## src/sar_adc_consts.svh

```systemverilog
// Register offsets, field positions, reset values and timing counts
`ifndef SAR_ADC_CONSTS_SVH
`define SAR_ADC_CONSTS_SVH

// ****************************************
// Register offsets on the register port
// ****************************************
`define OFS_RISE_EN 8'h48
`define OFS_FALL_EN 8'h49
`define OFS_MODE 8'h80
`define OFS_CHAN 8'h81
`define OFS_RES_LO 8'h82
`define OFS_RES_HI 8'h83

// ****************************************
// Reset values
// ****************************************
`define MODE_RESET 8'h00
`define CHAN_RESET 4'h0
`define EDGE_RESET 6'h00
`define RESULT_RESET 10'h000
`define RDATA_IDLE 8'h00

// ****************************************
// Mode register fields
// ****************************************
`define MODE_ENABLE 7
`define MODE_HWSTART 6
`define MODE_FR_HI 5
`define MODE_FR_LO 3
`define MODE_EDGE_RISE 2
`define MODE_EDGE_FALL 1
`define MODE_BOOST 0

// ****************************************
// Conversion time codes and clock counts
// ****************************************
`define FR_576 3'h4
`define FR_480 3'h5
`define FR_384 3'h6
`define CLK_144 10'h090
`define CLK_576 10'h240
`define CLK_480 10'h1e0
`define CLK_384 10'h180
// Sixteen equal steps: six for sampling, ten for bit decisions
`define STEP_SHIFT 4
`define SAMPLE_LAST 4'h5
`define SAR_MSB_SET 10'h200
`define MSB_IDX 4'h9

`endif

```

## src/sar_adc_pkg.sv

```systemverilog
// Types shared by the converter sequencer
package sar_adc_pkg;
   typedef enum logic [1:0] {
      st_idle,
      st_wait_trig,
      st_sample,
      st_convert
   } seq_state_t;
endpackage

```

## src/sar_adc_sequencer.sv

```systemverilog
// Successive-approximation converter sequencer with its register file
//
// Local design decisions: the register addresses and the strobed register port.
`include "sar_adc_consts.svh"

// Summary of operation
// - Pin enable pair selects edge per pin
// - Sample six of sixteen steps, then hold until done
// - Conversion starts with SAR top bit set
// - Keep bit if input at tap, next bit
// - After bit 0 store result, pulse done
// - Repeat conversions while enable bit set
// - Mode or channel write cuts short the running conversion
// - Reset clears the result register
// - Result is rounded ratio times 1024
// - Hardware start waits for trigger edge
// - Hardware start: one conversion per edge seen while waiting
// - Hardware start: channel write awaits new edge
// - Mode write with enable clear halts at once
// - Software start converts back to back
// - Software start: channel write restarts at once
// - Time code picks 144/576/480/384 clocks
// - Channel codes 0-9, upper bits read zero
// - Edge field: none, fall, rise, both
// - Mode or channel write beats end of conversion
module sar_adc_sequencer (
   // Clock and reset
   input wire logic mclk,
   input wire logic rst_n,
   // Register port
   input wire logic [7:0] reg_addr,
   input wire logic [7:0] reg_wdata,
   input wire logic reg_wr,
   input wire logic reg_rd,
   output logic [7:0] reg_rdata,
   // Trigger and external interrupt pins
   input wire logic external_trigger_in,
   input wire logic [5:0] ext_interrupt_pin,
   output logic [5:0] ext_int_req,
   // Analog front end
   input wire logic comp_ge,
   output logic [9:0] tap_code,
   output logic [3:0] analog_chan,
   output logic sampling,
   output logic booster_on,
   // Completion
   output logic conversion_done_irq
);
   import sar_adc_pkg::*;

   // ****************************************
   // Declarations
   // ****************************************
   logic [7:0] mode_ff, rdata_ff;
   logic [3:0] chan_ff, phase_ff, bit_idx_ff;
   logic [5:0] rise_en_ff, fall_en_ff, step_cnt_ff;
   logic [9:0] result_ff, sar_ff, age_ff;
   logic [2:0] fr_code;
   seq_state_t state_ff, nxt_state;
   logic sampling_ff, irq_ff, trig_pulse, mode_wr, chan_wr, any_wr;
   logic hw_mode, step_tick, last_bit, conv_done, begin_conv, busy_next;

   // Total clocks of one conversion; prohibited codes fall back to 144
   function automatic logic [9:0] conv_clocks(input logic [2:0] fr);
      case (fr)
         `FR_576: conv_clocks = `CLK_576;
         `FR_480: conv_clocks = `CLK_480;
         `FR_384: conv_clocks = `CLK_384;
         default: conv_clocks = `CLK_144;
      endcase
   endfunction

   // ****************************************
   // Register writes
   // ****************************************
   assign mode_wr = reg_wr && (reg_addr == `OFS_MODE);
   assign chan_wr = reg_wr && (reg_addr == `OFS_CHAN);
   assign any_wr = mode_wr || chan_wr;
   assign hw_mode = mode_ff[`MODE_HWSTART];
   assign fr_code = mode_ff[`MODE_FR_HI:`MODE_FR_LO];

   // Mode register
   always_ff @(posedge mclk or negedge rst_n) begin
      if (!rst_n) begin
         mode_ff <= `MODE_RESET;
      end else if (mode_wr) begin
         mode_ff <= reg_wdata;
      end
   end

   // Channel register keeps only the four channel bits
   always_ff @(posedge mclk or negedge rst_n) begin
      if (!rst_n) begin
         chan_ff <= `CHAN_RESET;
      end else if (chan_wr) begin
         chan_ff <= reg_wdata[3:0];
      end
   end

   // External interrupt edge enables
   always_ff @(posedge mclk or negedge rst_n) begin
      if (!rst_n) begin
         rise_en_ff <= `EDGE_RESET;
         fall_en_ff <= `EDGE_RESET;
      end else if (reg_wr && reg_addr == `OFS_RISE_EN) begin
         rise_en_ff <= reg_wdata[5:0];
      end else if (reg_wr && reg_addr == `OFS_FALL_EN) begin
         fall_en_ff <= reg_wdata[5:0];
      end
   end

   // Read data stand only in the cycle after the read strobe
   always_ff @(posedge mclk or negedge rst_n) begin
      if (!rst_n) begin
         rdata_ff <= `RDATA_IDLE;
      end else if (reg_rd) begin
         case (reg_addr)
            `OFS_MODE: rdata_ff <= mode_ff;
            `OFS_CHAN: rdata_ff <= {4'h0, chan_ff};
            `OFS_RISE_EN: rdata_ff <= {2'h0, rise_en_ff};
            `OFS_FALL_EN: rdata_ff <= {2'h0, fall_en_ff};
            `OFS_RES_LO: rdata_ff <= result_ff[7:0];
            `OFS_RES_HI: rdata_ff <= {6'h00, result_ff[9:8]};
            default: rdata_ff <= `RDATA_IDLE;
         endcase
      end else begin
         rdata_ff <= `RDATA_IDLE;
      end
   end

   // ****************************************
   // Edge detection
   // ****************************************
   // One detector per external interrupt pin
   for (genvar i = 0; i < 6; i++) begin : g_pin
      edge_pick u_pin (
         .mclk(mclk),
         .rst_n(rst_n),
         .pin(ext_interrupt_pin[i]),
         .rise_en(rise_en_ff[i]),
         .fall_en(fall_en_ff[i]),
         .pulse(ext_int_req[i])
      );
   end

   // Trigger edge chosen by the mode edge field
   edge_pick u_trig (
      .mclk(mclk),
      .rst_n(rst_n),
      .pin(external_trigger_in),
      .rise_en(mode_ff[`MODE_EDGE_RISE]),
      .fall_en(mode_ff[`MODE_EDGE_FALL]),
      .pulse(trig_pulse)
   );

   // ****************************************
   // Sequencer
   // ****************************************
   // Last clock of one of the sixteen equal steps
   assign step_tick = step_cnt_ff ==
                      6'((conv_clocks(fr_code) >> `STEP_SHIFT) - 10'h001);
   assign last_bit = state_ff == st_convert && step_tick && bit_idx_ff == 4'h0;
   assign conv_done = last_bit && !any_wr;
   assign busy_next = nxt_state == st_sample || nxt_state == st_convert;

   // Next state; mode and channel writes take priority over the sequence
   always_comb begin
      nxt_state = state_ff;
      begin_conv = 1'b0;
      if (mode_wr) begin
         if (!reg_wdata[`MODE_ENABLE]) begin
            nxt_state = st_idle;
         end else if (reg_wdata[`MODE_HWSTART]) begin
            nxt_state = st_wait_trig;
         end else begin
            nxt_state = st_sample;
            begin_conv = 1'b1;
         end
      end else if (chan_wr && state_ff != st_idle) begin
         if (hw_mode) begin
            nxt_state = st_wait_trig;
         end else begin
            nxt_state = st_sample;
            begin_conv = 1'b1;
         end
      end else begin
         unique case (state_ff)
            st_idle: nxt_state = st_idle;
            st_wait_trig: if (trig_pulse) begin
               nxt_state = st_sample;
               begin_conv = 1'b1;
            end
            st_sample: if (step_tick && phase_ff == `SAMPLE_LAST) begin
               nxt_state = st_convert;
            end
            // Edges here are not seen and not queued
            st_convert: if (last_bit) begin
               if (hw_mode) begin
                  nxt_state = st_wait_trig;
               end else begin
                  nxt_state = st_sample;
                  begin_conv = 1'b1;
               end
            end
         endcase
      end
   end

   // State register; sample switch closed only while sampling
   always_ff @(posedge mclk or negedge rst_n) begin
      if (!rst_n) begin
         state_ff <= st_idle;
         sampling_ff <= 1'b0;
      end else begin
         state_ff <= nxt_state;
         sampling_ff <= nxt_state == st_sample;
      end
   end

   // Step and phase counters spread the conversion over its clocks
   always_ff @(posedge mclk or negedge rst_n) begin
      if (!rst_n) begin
         step_cnt_ff <= 6'h00;
         phase_ff <= 4'h0;
      end else if (begin_conv || !busy_next) begin
         step_cnt_ff <= 6'h00;
         phase_ff <= 4'h0;
      end else if (step_tick) begin
         step_cnt_ff <= 6'h00;
         phase_ff <= phase_ff + 4'h1;
      end else begin
         step_cnt_ff <= step_cnt_ff + 6'h01;
      end
   end

   // Approximation register; tap thresholds sit half a step low
   always_ff @(posedge mclk or negedge rst_n) begin
      if (!rst_n) begin
         sar_ff <= `RESULT_RESET;
         bit_idx_ff <= `MSB_IDX;
      end else if (state_ff == st_sample && nxt_state == st_convert) begin
         sar_ff <= `SAR_MSB_SET;
         bit_idx_ff <= `MSB_IDX;
      end else if (state_ff == st_convert && step_tick && !any_wr) begin
         sar_ff[bit_idx_ff] <= comp_ge;
         if (bit_idx_ff != 4'h0) begin
            sar_ff[bit_idx_ff - 4'h1] <= 1'b1;
            bit_idx_ff <= bit_idx_ff - 4'h1;
         end
      end
   end

   // Result and done pulse in the same step
   always_ff @(posedge mclk or negedge rst_n) begin
      if (!rst_n) begin
         result_ff <= `RESULT_RESET;
         irq_ff <= 1'b0;
      end else begin
         irq_ff <= conv_done;
         if (conv_done) begin
            result_ff <= {sar_ff[9:1], comp_ge};
         end
      end
   end

   // Clocks spent in the running conversion, read by checks only
   always_ff @(posedge mclk or negedge rst_n) begin
      if (!rst_n) begin
         age_ff <= 10'h000;
      end else if (begin_conv) begin
         age_ff <= 10'h000;
      end else if (state_ff == st_sample || state_ff == st_convert) begin
         age_ff <= age_ff + 10'h001;
      end
   end

   // ****************************************
   // Outputs
   // ****************************************
   assign reg_rdata = rdata_ff;
   assign tap_code = sar_ff;
   assign analog_chan = chan_ff;
   assign sampling = sampling_ff;
   assign booster_on = mode_ff[`MODE_BOOST];
   assign conversion_done_irq = irq_ff;
endmodule

```

## src/edge_pick.sv

```systemverilog
// Selectable rising/falling edge detector for one pin
`include "sar_adc_consts.svh"

module edge_pick (
   // Clock and reset
   input wire logic mclk,
   input wire logic rst_n,
   // Pin and edge selection
   input wire logic pin,
   input wire logic rise_en,
   input wire logic fall_en,
   // Detected edge
   output logic pulse
);
   logic prev_ff;
   logic armed_ff;
   logic pulse_ff;

   // Previous pin level; armed one clock after reset so no false edge
   always_ff @(posedge mclk or negedge rst_n) begin
      if (!rst_n) begin
         prev_ff <= 1'b0;
         armed_ff <= 1'b0;
      end else begin
         prev_ff <= pin;
         armed_ff <= 1'b1;
      end
   end

   // Edge pulse: both enables clear means nothing is detected
   always_ff @(posedge mclk or negedge rst_n) begin
      if (!rst_n) begin
         pulse_ff <= 1'b0;
      end else begin
         pulse_ff <= armed_ff && ((rise_en && pin && !prev_ff) ||
                                  (fall_en && !pin && prev_ff));
      end
   end

   assign pulse = pulse_ff;
endmodule

```

## config.mk

```make
export PLATFORM = sky130hd
export DESIGN_NAME = sar_adc_sequencer
export DESIGN_NICKNAME = d
export VERILOG_FILES = /design/src/sar_adc_pkg.sv /design/src/sar_adc_sequencer.sv /design/src/edge_pick.sv
export VERILOG_INCLUDE_DIRS = /design/src /design/src/src
export SDC_FILE = /design/constraint.sdc
export NUM_CORES = 1
export LEC_CHECK = 0
export ABC_AREA = 1
export BUFFER_PORTS_ARGS = -buffer_cell sky130_fd_sc_hd__buf_2
export CAP_MARGIN = 40
export CORE_MARGIN = 2
export CORE_UTILIZATION = 25
export CTS_CLUSTER_DIAMETER = 80
export CTS_CLUSTER_SIZE = 30
export DETAILED_ROUTE_END_ITERATION = 12
export PLACE_DENSITY = 0.45
export RECOVER_POWER = 25
export SLEW_MARGIN = 20
export SYNTH_ARGS = -nofsm -noshare
export SYNTH_HDL_FRONTEND = slang
export SYNTH_HIERARCHICAL = 1
export SYNTH_SLANG_ARGS = --single-unit
```

## constraint.sdc

```tcl
create_clock -name mclk -period 3.9 [get_ports mclk]
set_input_delay 0.78 -clock mclk [delete_from_list [all_inputs] [get_ports mclk]]
set_output_delay 0.78 -clock mclk [all_outputs]
set_load 0.05 [all_outputs]
```

# [Word-level counts from Yosys, hierarchy flattened]
# Cells that the tools add are included.
[classes] reduce_logical=83 bitwise_logic=2 eq_ne=16 muxes=35 magnitude_cmp=4 addsub=4
[ops] operator="1-bit logical AND" n=48
[ops] operator="8-bit case mux with 6 select lines" n=1
[ops] operator="8-bit equality test (second input constant)" n=4
[ops] operator="10-bit two-way mux" n=3
[ops] operator="10-bit case mux with 3 select lines" n=1
[ops] operator="4-bit two-way mux" n=5
[ops] operator="8-bit by 7-bit equality test with 1-bit output (second input constant)" n=2
[ops] operator="1-bit zero test" n=16
[ops] operator="2-bit two-way mux" n=8
[ops] operator="6-bit two-way mux" n=2
[ops] operator="10-bit bitwise mux" n=1
[ops] operator="1-bit logical OR" n=10
[ops] operator="4-bit by 5-bit < comparator with 1-bit output (second input constant)" n=2
[ops] operator="10-bit bitwise OR" n=1
[ops] operator="3-bit equality test (second input constant)" n=3
[ops] operator="1-bit two-way mux" n=9
[ops] operator="1-bit demux with 4-bit select" n=2
[ops] operator="2-bit equality test (second input constant)" n=4
[ops] operator="4-bit by 1-bit greater-or-equal comparator with 1-bit output (second input constant)" n=2
[ops] operator="8-bit two-way mux" n=1
[ops] operator="2-bit case mux with 4 select lines" n=1
[ops] operator="2-bit nonzero test" n=4
[ops] operator="6-bit by 1-bit adder with 6-bit output (second input constant)" n=1
[ops] operator="6-bit equality test" n=1
[ops] operator="11 further kinds" n=12
[word_totals] word_cells=172 out_inout_bits=31 input_bits=28 register_bits=85

# [Depth between registers and ports, before layout]
# Gate-level depths: netlist of run 1.
[depth] word_depth=15 mapped_depth=17 ltp_nobuf=17

# [Modules after synthesis]
# The synthesis of run 1 kept the hierarchy.
[by_module_without_submodules] mod="sar_adc_sequencer" n_inst=1 seq_area_each_um2=1754.2 area_per_inst_um2=3632.2 cells_per_inst=446
[by_module_without_submodules] mod="edge_pick" n_inst=7 seq_area_each_um2=75.1 area_per_inst_um2=105.1 cells_per_inst=10

# [Worst setup path before layout of run 1]
# Ideal clock, no wire load.
[synth_path] kind="input-to-reg" start="in reg_addr[5]" end="reg sar_ff[1] (netlist: tap_code[1])" setup_time_ns=0.123 path_buffers=1 arrival_ns=2.059 t_required_ns=3.777 path_stages=13 path_slack_ns=1.719 path_cell_list="nor2_1 > nand4_4 > nor2_4 > nand2_2 > nor2_2 > a31oi_1 > nand2_1 > nand2_1 > nand2_1 > nand3_2 > nor2_4 > buf_6 > nor2_2"
[synth_via] elab_chain_cells=8 word_cells_on_any_way=14 cone_classes="3 x eq/ne; 3 x mux; 8 x reduce/logical"
[synth_rtl] element="start: declaration" line_no="sar_adc_sequencer.sv:31" text="input wire logic [7:0] reg_addr,"
[synth_rtl] element="8-bit equality test"
[synth_rtl] element="1-bit logical AND" line_no="sar_adc_sequencer.sv:77" text="assign chan_wr = reg_wr && (reg_addr == `OFS_CHAN);"
[synth_rtl] element="1-bit logical AND" line_no="sar_adc_sequencer.sv:179" text="end else if (chan_wr && state_ff != st_idle) begin"
[synth_rtl] element="2-bit two-way mux" line_no="sar_adc_sequencer.sv:179"
[synth_rtl] element="2-bit two-way mux" line_no="sar_adc_sequencer.sv:170" text="if (mode_wr) begin"
[synth_rtl] element="2-bit equality test" line_no="sar_adc_sequencer.sv:241" text="end else if (state_ff == st_sample && nxt_state == st_convert) begin"
[synth_rtl] element="1-bit logical AND" line_no="sar_adc_sequencer.sv:241"
[synth_rtl] element="10-bit two-way mux / 2-bit nonzero test (equally long branches)"
[synth_rtl] element="end signal: assignment" line_no="sar_adc_sequencer.sv:239" text="sar_ff <= `RESULT_RESET;"
[synth_rtl] element="end signal: assignment" line_no="sar_adc_sequencer.sv:242" text="sar_ff <= `SAR_MSB_SET;"
[synth_rtl] element="end signal: indexed assignment" line_no="sar_adc_sequencer.sv:245" text="sar_ff[bit_idx_ff] <= comp_ge;"
[synth_rtl] element="end: declaration" line_no="sar_adc_sequencer.sv:57" text="logic [9:0] result_ff, sar_ff, age_ff;"
# Several ways; a longest one is shown, not always the timed one.
# A chain may end at the register's enable or synchronous reset.

# [Worst setup path after layout of run 1]
[layout_path] start="reg step_cnt_ff[4]" end="reg sar_ff[8] (netlist: tap_code[8])"
[layout_via] elab_chain_cells=10 word_cells_on_any_way=14 cone_classes="2 x eq/ne; 6 x mux; 6 x reduce/logical"
[layout_rtl] element="start: declaration" line_no="sar_adc_sequencer.sv:56" text="logic [5:0] rise_en_ff, fall_en_ff, step_cnt_ff;"
[layout_rtl] element="start signal: assignment" line_no="sar_adc_sequencer.sv:232" text="step_cnt_ff <= step_cnt_ff + 6'h01;"
[layout_rtl] element="6-bit equality test (*)" line_no="sar_adc_sequencer.sv:160" text="assign step_tick = step_cnt_ff =="
[layout_rtl] element="1-bit logical AND" line_no="sar_adc_sequencer.sv:162, sar_adc_sequencer.sv:244"
[layout_rtl] element="1-bit logical AND" line_no="sar_adc_sequencer.sv:162" text="assign last_bit = state_ff == st_convert && step_tick && bit_idx_ff == 4'h0;"
[layout_rtl] element="2-bit two-way mux" line_no="sar_adc_sequencer.sv:197" text="st_convert: if (last_bit) begin"
[layout_rtl] element="2-bit case mux with 4 select lines" line_no="sar_adc_sequencer.sv:187" text="unique case (state_ff)"
[layout_rtl] element="2-bit two-way mux" line_no="sar_adc_sequencer.sv:179"
[layout_rtl] element="2-bit two-way mux" line_no="sar_adc_sequencer.sv:170"
[layout_rtl] element="2-bit equality test" line_no="sar_adc_sequencer.sv:241"
[layout_rtl] element="1-bit logical AND" line_no="sar_adc_sequencer.sv:241"
[layout_rtl] element="10-bit two-way mux / 2-bit nonzero test (equally long branches)"
# Mark *: on every way between the ends. The rest lies on a longest branch, timed or not.

==> results of run 1 <==
## cell usage in the layout (no fill, tap or decap), types with 3 or more instances in the layout
master,count
a22oi_1,4
xor2_1,6
clkbuf_16,9
o21ai_0,30
nor2_2,19
nor2_4,4
nand3_1,17
inv_1,67
buf_4,3
inv_2,5
conb_1,7
dfrtp_1,89
nor2_1,36
clkbuf_1,7
ha_1,8
buf_2,51
o22ai_1,11
nand2_1,135
nor3_1,11
nand2_2,6
nand4_1,5
a21oi_1,20
a31oi_1,4
## sequential cells by signal (all words and copies together) (netlist names)
name / count
reg_rdata: 8
bit_idx_ff: 4
tap_code: 10
phase_ff: 4
mode_ff: 8
step_cnt_ff: 6
g_pin.u_pin/armed_ff: 6
u_trig/armed_ff: 1
u_trig/pulse: 1
g_pin.u_pin/prev_ff: 6
u_trig/prev_ff: 1
g_pin.u_pin/pulse: 6
state_ff: 2
rise_en_ff: 6
fall_en_ff: 6
conversion_done_irq: 1
analog_chan: 4
sampling: 1
result_ff: 10
## metal layers
layer | share of wire [%] | track usage [%] | wire, microns | vias up
met4 | 1.2 | 3.30 | 121 | 0
li1 | - | - | - | 1756
met1 | 47 | 16.0 | 4890 | 1634
met5 | 0 | 0 | 0 | -
met3 | 5.4 | 3.80 | 564 | 12
met2 | 47 | 20.6 | 4940 | 81
## cells by family after synthesis
family,after synthesis,synth area share [%]
flops,91,52.2
simple gates,243,25.7
xor+xnor,8,1.60
compound gates,77,10.0
fa+ha+maj,8,2.29
buf+inv,82,7.59
other cells,7,0.602
## worst register-to-register path: stages, from the launching register on
cell and delay (ns):
dfrtp_1 0.47, inv_2 0.10, nand2_1 0.06, a21oi_2 0.15
nand3_2 0.11, nor2_4 0.33, nand2_2 0.12, nor2_2 0.58
nand4_2 0.20, nand2_1 0.11, nand2_1 0.05, nor2_1 0.11
nor2_2 0.05
## path summary, 6_finish.rpt
check | end | slack (ns) | cells past startpoint
max | tap_code[8]$_DFFE_PN0P_ | 1.36 | 12
min | g_pin[5].u_pin/pulse$_DFF_PN0_ | 0.47 | 2
max reg2reg | tap_code[8]$_DFFE_PN0P_ | 1.36 | 12
min reg2reg | g_pin[5].u_pin/pulse$_DFF_PN0_ | 0.47 | 2
max in group asynchronous | bit_idx_ff[0]$_DFFE_PN1P_ | 2.60 | 2
min in group asynchronous | g_pin[0].u_pin/armed_ff$_DFF_PN0_ | 0.48 | 1
## power groups by stage
stage | sequential (mW) | combinational [mW] | clock [mW]
floorplan | 1.24 | 0.459 | 0
global placement | 1.20 | 0.670 | 0
detailed placement | 1.20 | 0.681 | 0
CTS | 1.19 | 0.683 | 0.959
global route | 1.21 | 0.765 | 1.00
finish | 1.18 | 0.675 | 0.928
## area by class of cell
cell class,instances,area (sq um)
Clock buffer,10,239
Multi-Input combinational cell,343,1750
Inverter,72,270
Fill cell,1871,12000
Timing Repair Buffer,61,304
Clock inverter,5,77.6
Sequential cell,91,2280
Tap cell,225,282
## through the flow
| step | std cells | total power [mW] | util, % | setup slack, ns | hold slack (ns) |
|---|---|---|---|---|---|
| finish | 807 | 2.79 | 30.3 | 1.36 | 0.474 |
| global route | 807 | 2.97 | 30.3 | 1.12 | 0.510 |
| CTS | 806 | 2.83 | 30.3 | 1.34 | 0.479 |
| detailed placement | 791 | 1.89 | 28.5 | 1.09 | 0.465 |
| global placement | 791 | 1.87 | 28.5 | 1.16 | 0.460 |
| floorplan | 516 | 1.70 | - | 1.72 | 0.442 |
==> results.txt, run 1 <==
DIE AREA: 18,500 sq um
skew final: 0.00812 ns
Detail Placement HPWL: 7980 microns
# setup viols final: 0
Top FF cell, synth: dfrtp_1
Post-CTS Resized: 0
CTS buffer count: 9
Worst Path Max Fanout: 20
Combinational Power Share: 24.2%
Critical R2R Launch: step_cnt_ff[4]$_DFF_PN0_
Final Critical Period: 2.54 ns
final max-slew violation count: 0
internal power: 1.85 mW
worst setup path startpoint: step_cnt_ff[4]$_DFF_PN0_
vias per inst: 4.32
net count after synthesis: 552
Die Y: 136 microns
Cell Area, Placed: 4900 sq um
Routed Antenna Nets: 0
Worst path top cell family by delay: simple AND/OR/NAND/NOR gates
pin count of the biggest net entering global routing: 56
Synthesis Warnings: 6
Rel. slew slack: 52.1%
Crit path arrival time: 2.76 ns
Fmax: 394 MHz
via count: 3,483
Hold Buf Count CTS: 0
Cell Area, Synth: 4370 sq um
Longest Clk Path Bufs: 2
P_leak: 2.60 nW
Residual DRC: 0
Slew @ Worst Pin: 0.718 ns
Worst VDD drop: 0.247 mV
Setup TNS: 0 ns
clk root buf: clkbuf_16
status: complete, no violations
clock share of power: 33.3%
switching part of the total: 33.6%
post-synth top area share: 51.0%
ratio of cells with drive above 1 in the final layout: 19.8%
register area share after synthesis: 52.2%
core area: 17,200 sq um
Yosys cell types: 37
Layout area overhead: 19.1%
ANT cells: 0
critical path class: register to register
1st-pass router iterations: 4
slowest stage delay, CP: 0.57 ns
Routed WL: 10,500 microns
final period utilization: 65.1%
hold wc startpoint: g_pin[5].u_pin/armed_ff$_DFF_PN0_
clock transition at the registers of the reported paths: 0.07 ns
Total Routing Usage GR: 12.5%
most frequent cell after synthesis: nand2_1
TritonCTS clock tree: built
WP data required: 4.12 ns
Slowest cell on crit path: nor2_2
Hold Path Class: register to register
worst skew pair latency: 0.34 ns
grt ovf: 0
Crit path buffers/inverters: 1
post-synthesis cell count: 516
Yosys reg bits: 91
routed len/inst: 13.0 microns
vias in the first global route: 3,524
maxcap violations: 0
Die Span X: 136 microns
clock net sink count: 91
Initial Util: 25.4%
Crit. End Element: register
RSZ-0062 raised after global routing: no
initial antenna violation count: 0
PortBufs: 58
list of most frequent post-synthesis cells: nand2_1 (135), dfrtp_1 (89), inv_1 (67)
final net count: 614
Setup Buffers After CTS: 0
PD cells: 536 nW/um^2
top cell type by total area after synthesis: dfrtp_1
number of synthesized flops with an enable pin: 0
gp weighted congestion: 0.874
Flop pwr share: 42.5%
hold violation total from the final report: 0
DR iter-0 viols: 148
H-tree Lvls: 3
first-pass GRT wire length: 17,900 microns
crit-path most repeated cell: nand2_1
Avg Cell Area, Syn: 8.46 sq um
IO Pins: 59
Synth async-reset ratio: 100%
Final Instance Area: 5200 sq um
main area contributors after synthesis: dfrtp_1 (51%), nand2_1 (12%), inv_1 (5.8%)
FP Rows: 48
CP cell instances: inv_2, nand2_1, a21oi_2, nand3_2, nor2_4, nand2_2, nor2_2, nand4_2, nand2_1, nand2_1, nor2_1, nor2_2
Startpoint Class: register
Switch Pwr: 0.936 mW
Note: power is estimated with default switching activity, not from simulation.
==> run 2, diff against run 1 <==
==> constraint.sdc (replaced) <==
create_clock -name mclk -period 2.63 [get_ports mclk]
set_input_delay 0.526 -clock mclk [delete_from_list [all_inputs] [get_ports mclk]]
set_output_delay 0.526 -clock mclk [all_outputs]
set_load 0.05 [all_outputs]
==> run 2 against run 1 <==
Clock power increased by 44%. Combinational power increased by 51%. Count of clock-buffer cells in the layout unchanged. Largest power group unchanged. Register-to-register slack got worse by 1.1 ns. Hold slack got worse by 0.15 ns. Largest cell class unchanged. Highest routed layer is now met5. Critical endpoint is now tap_code[0]$_DFFE_PN0P_. Clock skew increased by 0.0010 ns. Design area increased by 1.3%.
==> results.txt, run 2 (same netlist as run 1, synthesis figures left out) <==
final net count: 621 (+1.1%)
Slew @ Worst Pin: 1.19 ns (+0.471 ns)
clock share of power: 32.6% (-0.7 points)
WP data required: 2.85 ns (-1.27 ns)
DIE AREA: 18,500 sq um (unchanged)
Residual DRC: 0 (unchanged)
FP Rows: 48 (unchanged)
first-pass GRT wire length: 18,100 microns (+1.6%)
1st-pass router iterations: 5 (+1)
worst setup path startpoint: bit_idx_ff[0]$_DFFE_PN1P_
met1 WL: 5250 microns (+7.4%)
maxcap violations: 0 (unchanged)
r2r worst-path depth: 12 (unchanged)
Worst VDD drop: 0.447 mV (+81%)
DR WL met2: 5020 microns (+1.7%)
clock net sink count: 91 (unchanged)
Worst Path Max Fanout: 11 (-45%)
clk root buf: clkbuf_16
Routed WL: 10,900 microns (+3.3%)
vias in the first global route: 3,511 (-0.37%)
Layout area overhead: 20.6%
CTS buffer count: 9 (unchanged)
Setup TNS: 0 ns (unchanged)
PD cells: 782 nW/um^2 (+46%)
Final Critical Period: 2.36 ns (-0.182 ns)
Cell Area, Placed: 4970 sq um (+1.5%)
Total Routing Usage GR: 12.8% (+0.25 points)
Die Span X: 136 microns (unchanged)
final period utilization: 89.6% (+24 points)
grt ovf: 0 (unchanged)
DR iter-0 viols: 176 (+19%)
Combinational Power Share: 24.8% (+0.6 points)
via count: 3,498 (+0.43%)
DP Worst Slack: 0.225 ns (-0.861 ns)
worst skew pair latency: 0.35 ns (about the same)
Initial Util: 25.4% (unchanged)
Worst Setup Slack, final: 0.275 ns (-1.09 ns)
Setup Buffers After CTS: 0 (unchanged)
internal power: 2.68 mW (+45%)
P_leak: 2.63 nW (+1.3%)
Hold WS: 0.327 ns (-0.147 ns)
flop-to-flop setup slack: 0.27 ns (-1.09 ns)
Top Metal Used: met5
Crit. End Element: register
Switch Pwr: 1.44 mW (+54%)
Flop pwr share: 42.7% (+0.2 points)
met3 wire length: 435 microns (-23%)
gp weighted congestion: 0.859 (-1.7%)
Fmax: 425 MHz (+7.7%)
IO Pins: 59 (unchanged)
routed len/inst: 13.3 microns (+2.3%)
critical path class: register to register
Hold Buf Count CTS: 0 (unchanged)
fin util: 30.7% (+0.38 points)
Detail Placement HPWL: 8240 microns (+3.3%)
RSZ-0062 raised after global routing: no
ratio of cells with drive above 1 in the final layout: 21.2% (+1.4 points)
Startpoint Class: register
Final Instance Area: 5270 sq um (+1.3%)
dpl cells: 799 (+1.0%)
initial antenna violation count: 1 (+1)
overall power: 4.12 mW (+48%)
Post-CTS Resized: 0 (unchanged)
Longest Clk Path Bufs: 2 (unchanged)
Critical R2R Launch: bit_idx_ff[0]$_DFFE_PN1P_
hold violation total from the final report: 0 (unchanged)
final max-slew violation count: 0 (unchanged)
commonest cells after routing, fill and taps aside: nand2_1 (135), dfrtp_1 (89), inv_1 (67)
worst setup path end: tap_code[0]$_DFFE_PN0P_
skew final: 0.00916 ns (+0.00104 ns)
# setup viols final: 0 (unchanged)
Hold Path Class: primary input to register
Rel. slew slack: 20.7% (-31 points)
PortBufs: 58 (unchanged)
ANT cells: 0 (unchanged)
vias per inst: 4.29 (-0.56%)
H-tree Lvls: 3 (unchanged)
switching part of the total: 35.0% (+1.5 points)
Non-Filler Instances: 815 (+0.99%)
core area: 17,200 sq um (unchanged)
status: complete, no violations
TritonCTS clock tree: built
Routed Antenna Nets: 0 (unchanged)
Worst R2R End: tap_code[0]$_DFFE_PN0P_
Crit path arrival time: 2.58 ns (-0.18 ns)
clock transition at the registers of the reported paths: 0.07 ns (about the same)
Die Y: 136 microns (unchanged)
commonest non-fill, non-tap cell in the layout: nand2_1
pin count of the biggest net entering global routing: 45 (-20%)
==> run 2: per-layer routing <==
layer | track usage (%) | up-vias
li1 | - | 1770
met1 | 16.7 | 1656
met2 | 20.3 | 62
met3 | 3.28 | 8
met4 | 4.86 | 2
met5 | 0 | -
==> run 2: area by class of cell <==
class	count	area (sq um)
fillers	1853	11900
flip-flops and latches	91	2280
multi-input cells	343	1760
repair buffers	68	369
well taps	225	282
inverters	72	270
clock buffers	10	239
clock inverters	6	72.6
==> run 2: worst max-delay path: stages, from the launching register on <==
cell	delay [ns]
dfstp_2	0.58
inv_1	0.10
ha_1	0.30
nand2_1	0.22
inv_2	0.11
nand4_1	0.10
nand2_1	0.05
nand2_1	0.09
nand2_1	0.05
nand2_1	0.09
nand3_2	0.10
nor2_4	0.36
nor2_1	0.08
==> run 2: worst min path at each step <==
stage | startpoint | endpoint | slack (ns) | cells past startpoint
floorplan | rst_n | analog_chan[0]$_DFFE_PN0P_ | 0.23 | 0
global placement | g_pin[2].u_pin/armed_ff$_DFF_PN0_ | g_pin[2].u_pin/pulse$_DFF_PN0_ | 0.46 | 2
detailed placement | result_ff[1]$_DFFE_PN0P_ | result_ff[1]$_DFFE_PN0P_ | 0.47 | 2
CTS | rst_n | fall_en_ff[0]$_DFFE_PN0P_ | 0.21 | 1
global route | ext_interrupt_pin[4] | g_pin[4].u_pin/prev_ff$_DFF_PN0_ | 0.31 | 1
finish | ext_interrupt_pin[4] | g_pin[4].u_pin/prev_ff$_DFF_PN0_ | 0.33 | 1
==> run 2: power by group through the flow <==
stage	logic, mW	registers [mW]	clock network (mW)
3_5_place_dp	1.03	1.78	0
2_1_floorplan	0.681	1.85	0
5_1_grt	1.16	1.78	1.47
6_report	1.02	1.76	1.34
4_1_cts	1.03	1.76	1.39
3_3_place_gp	1.01	1.78	0
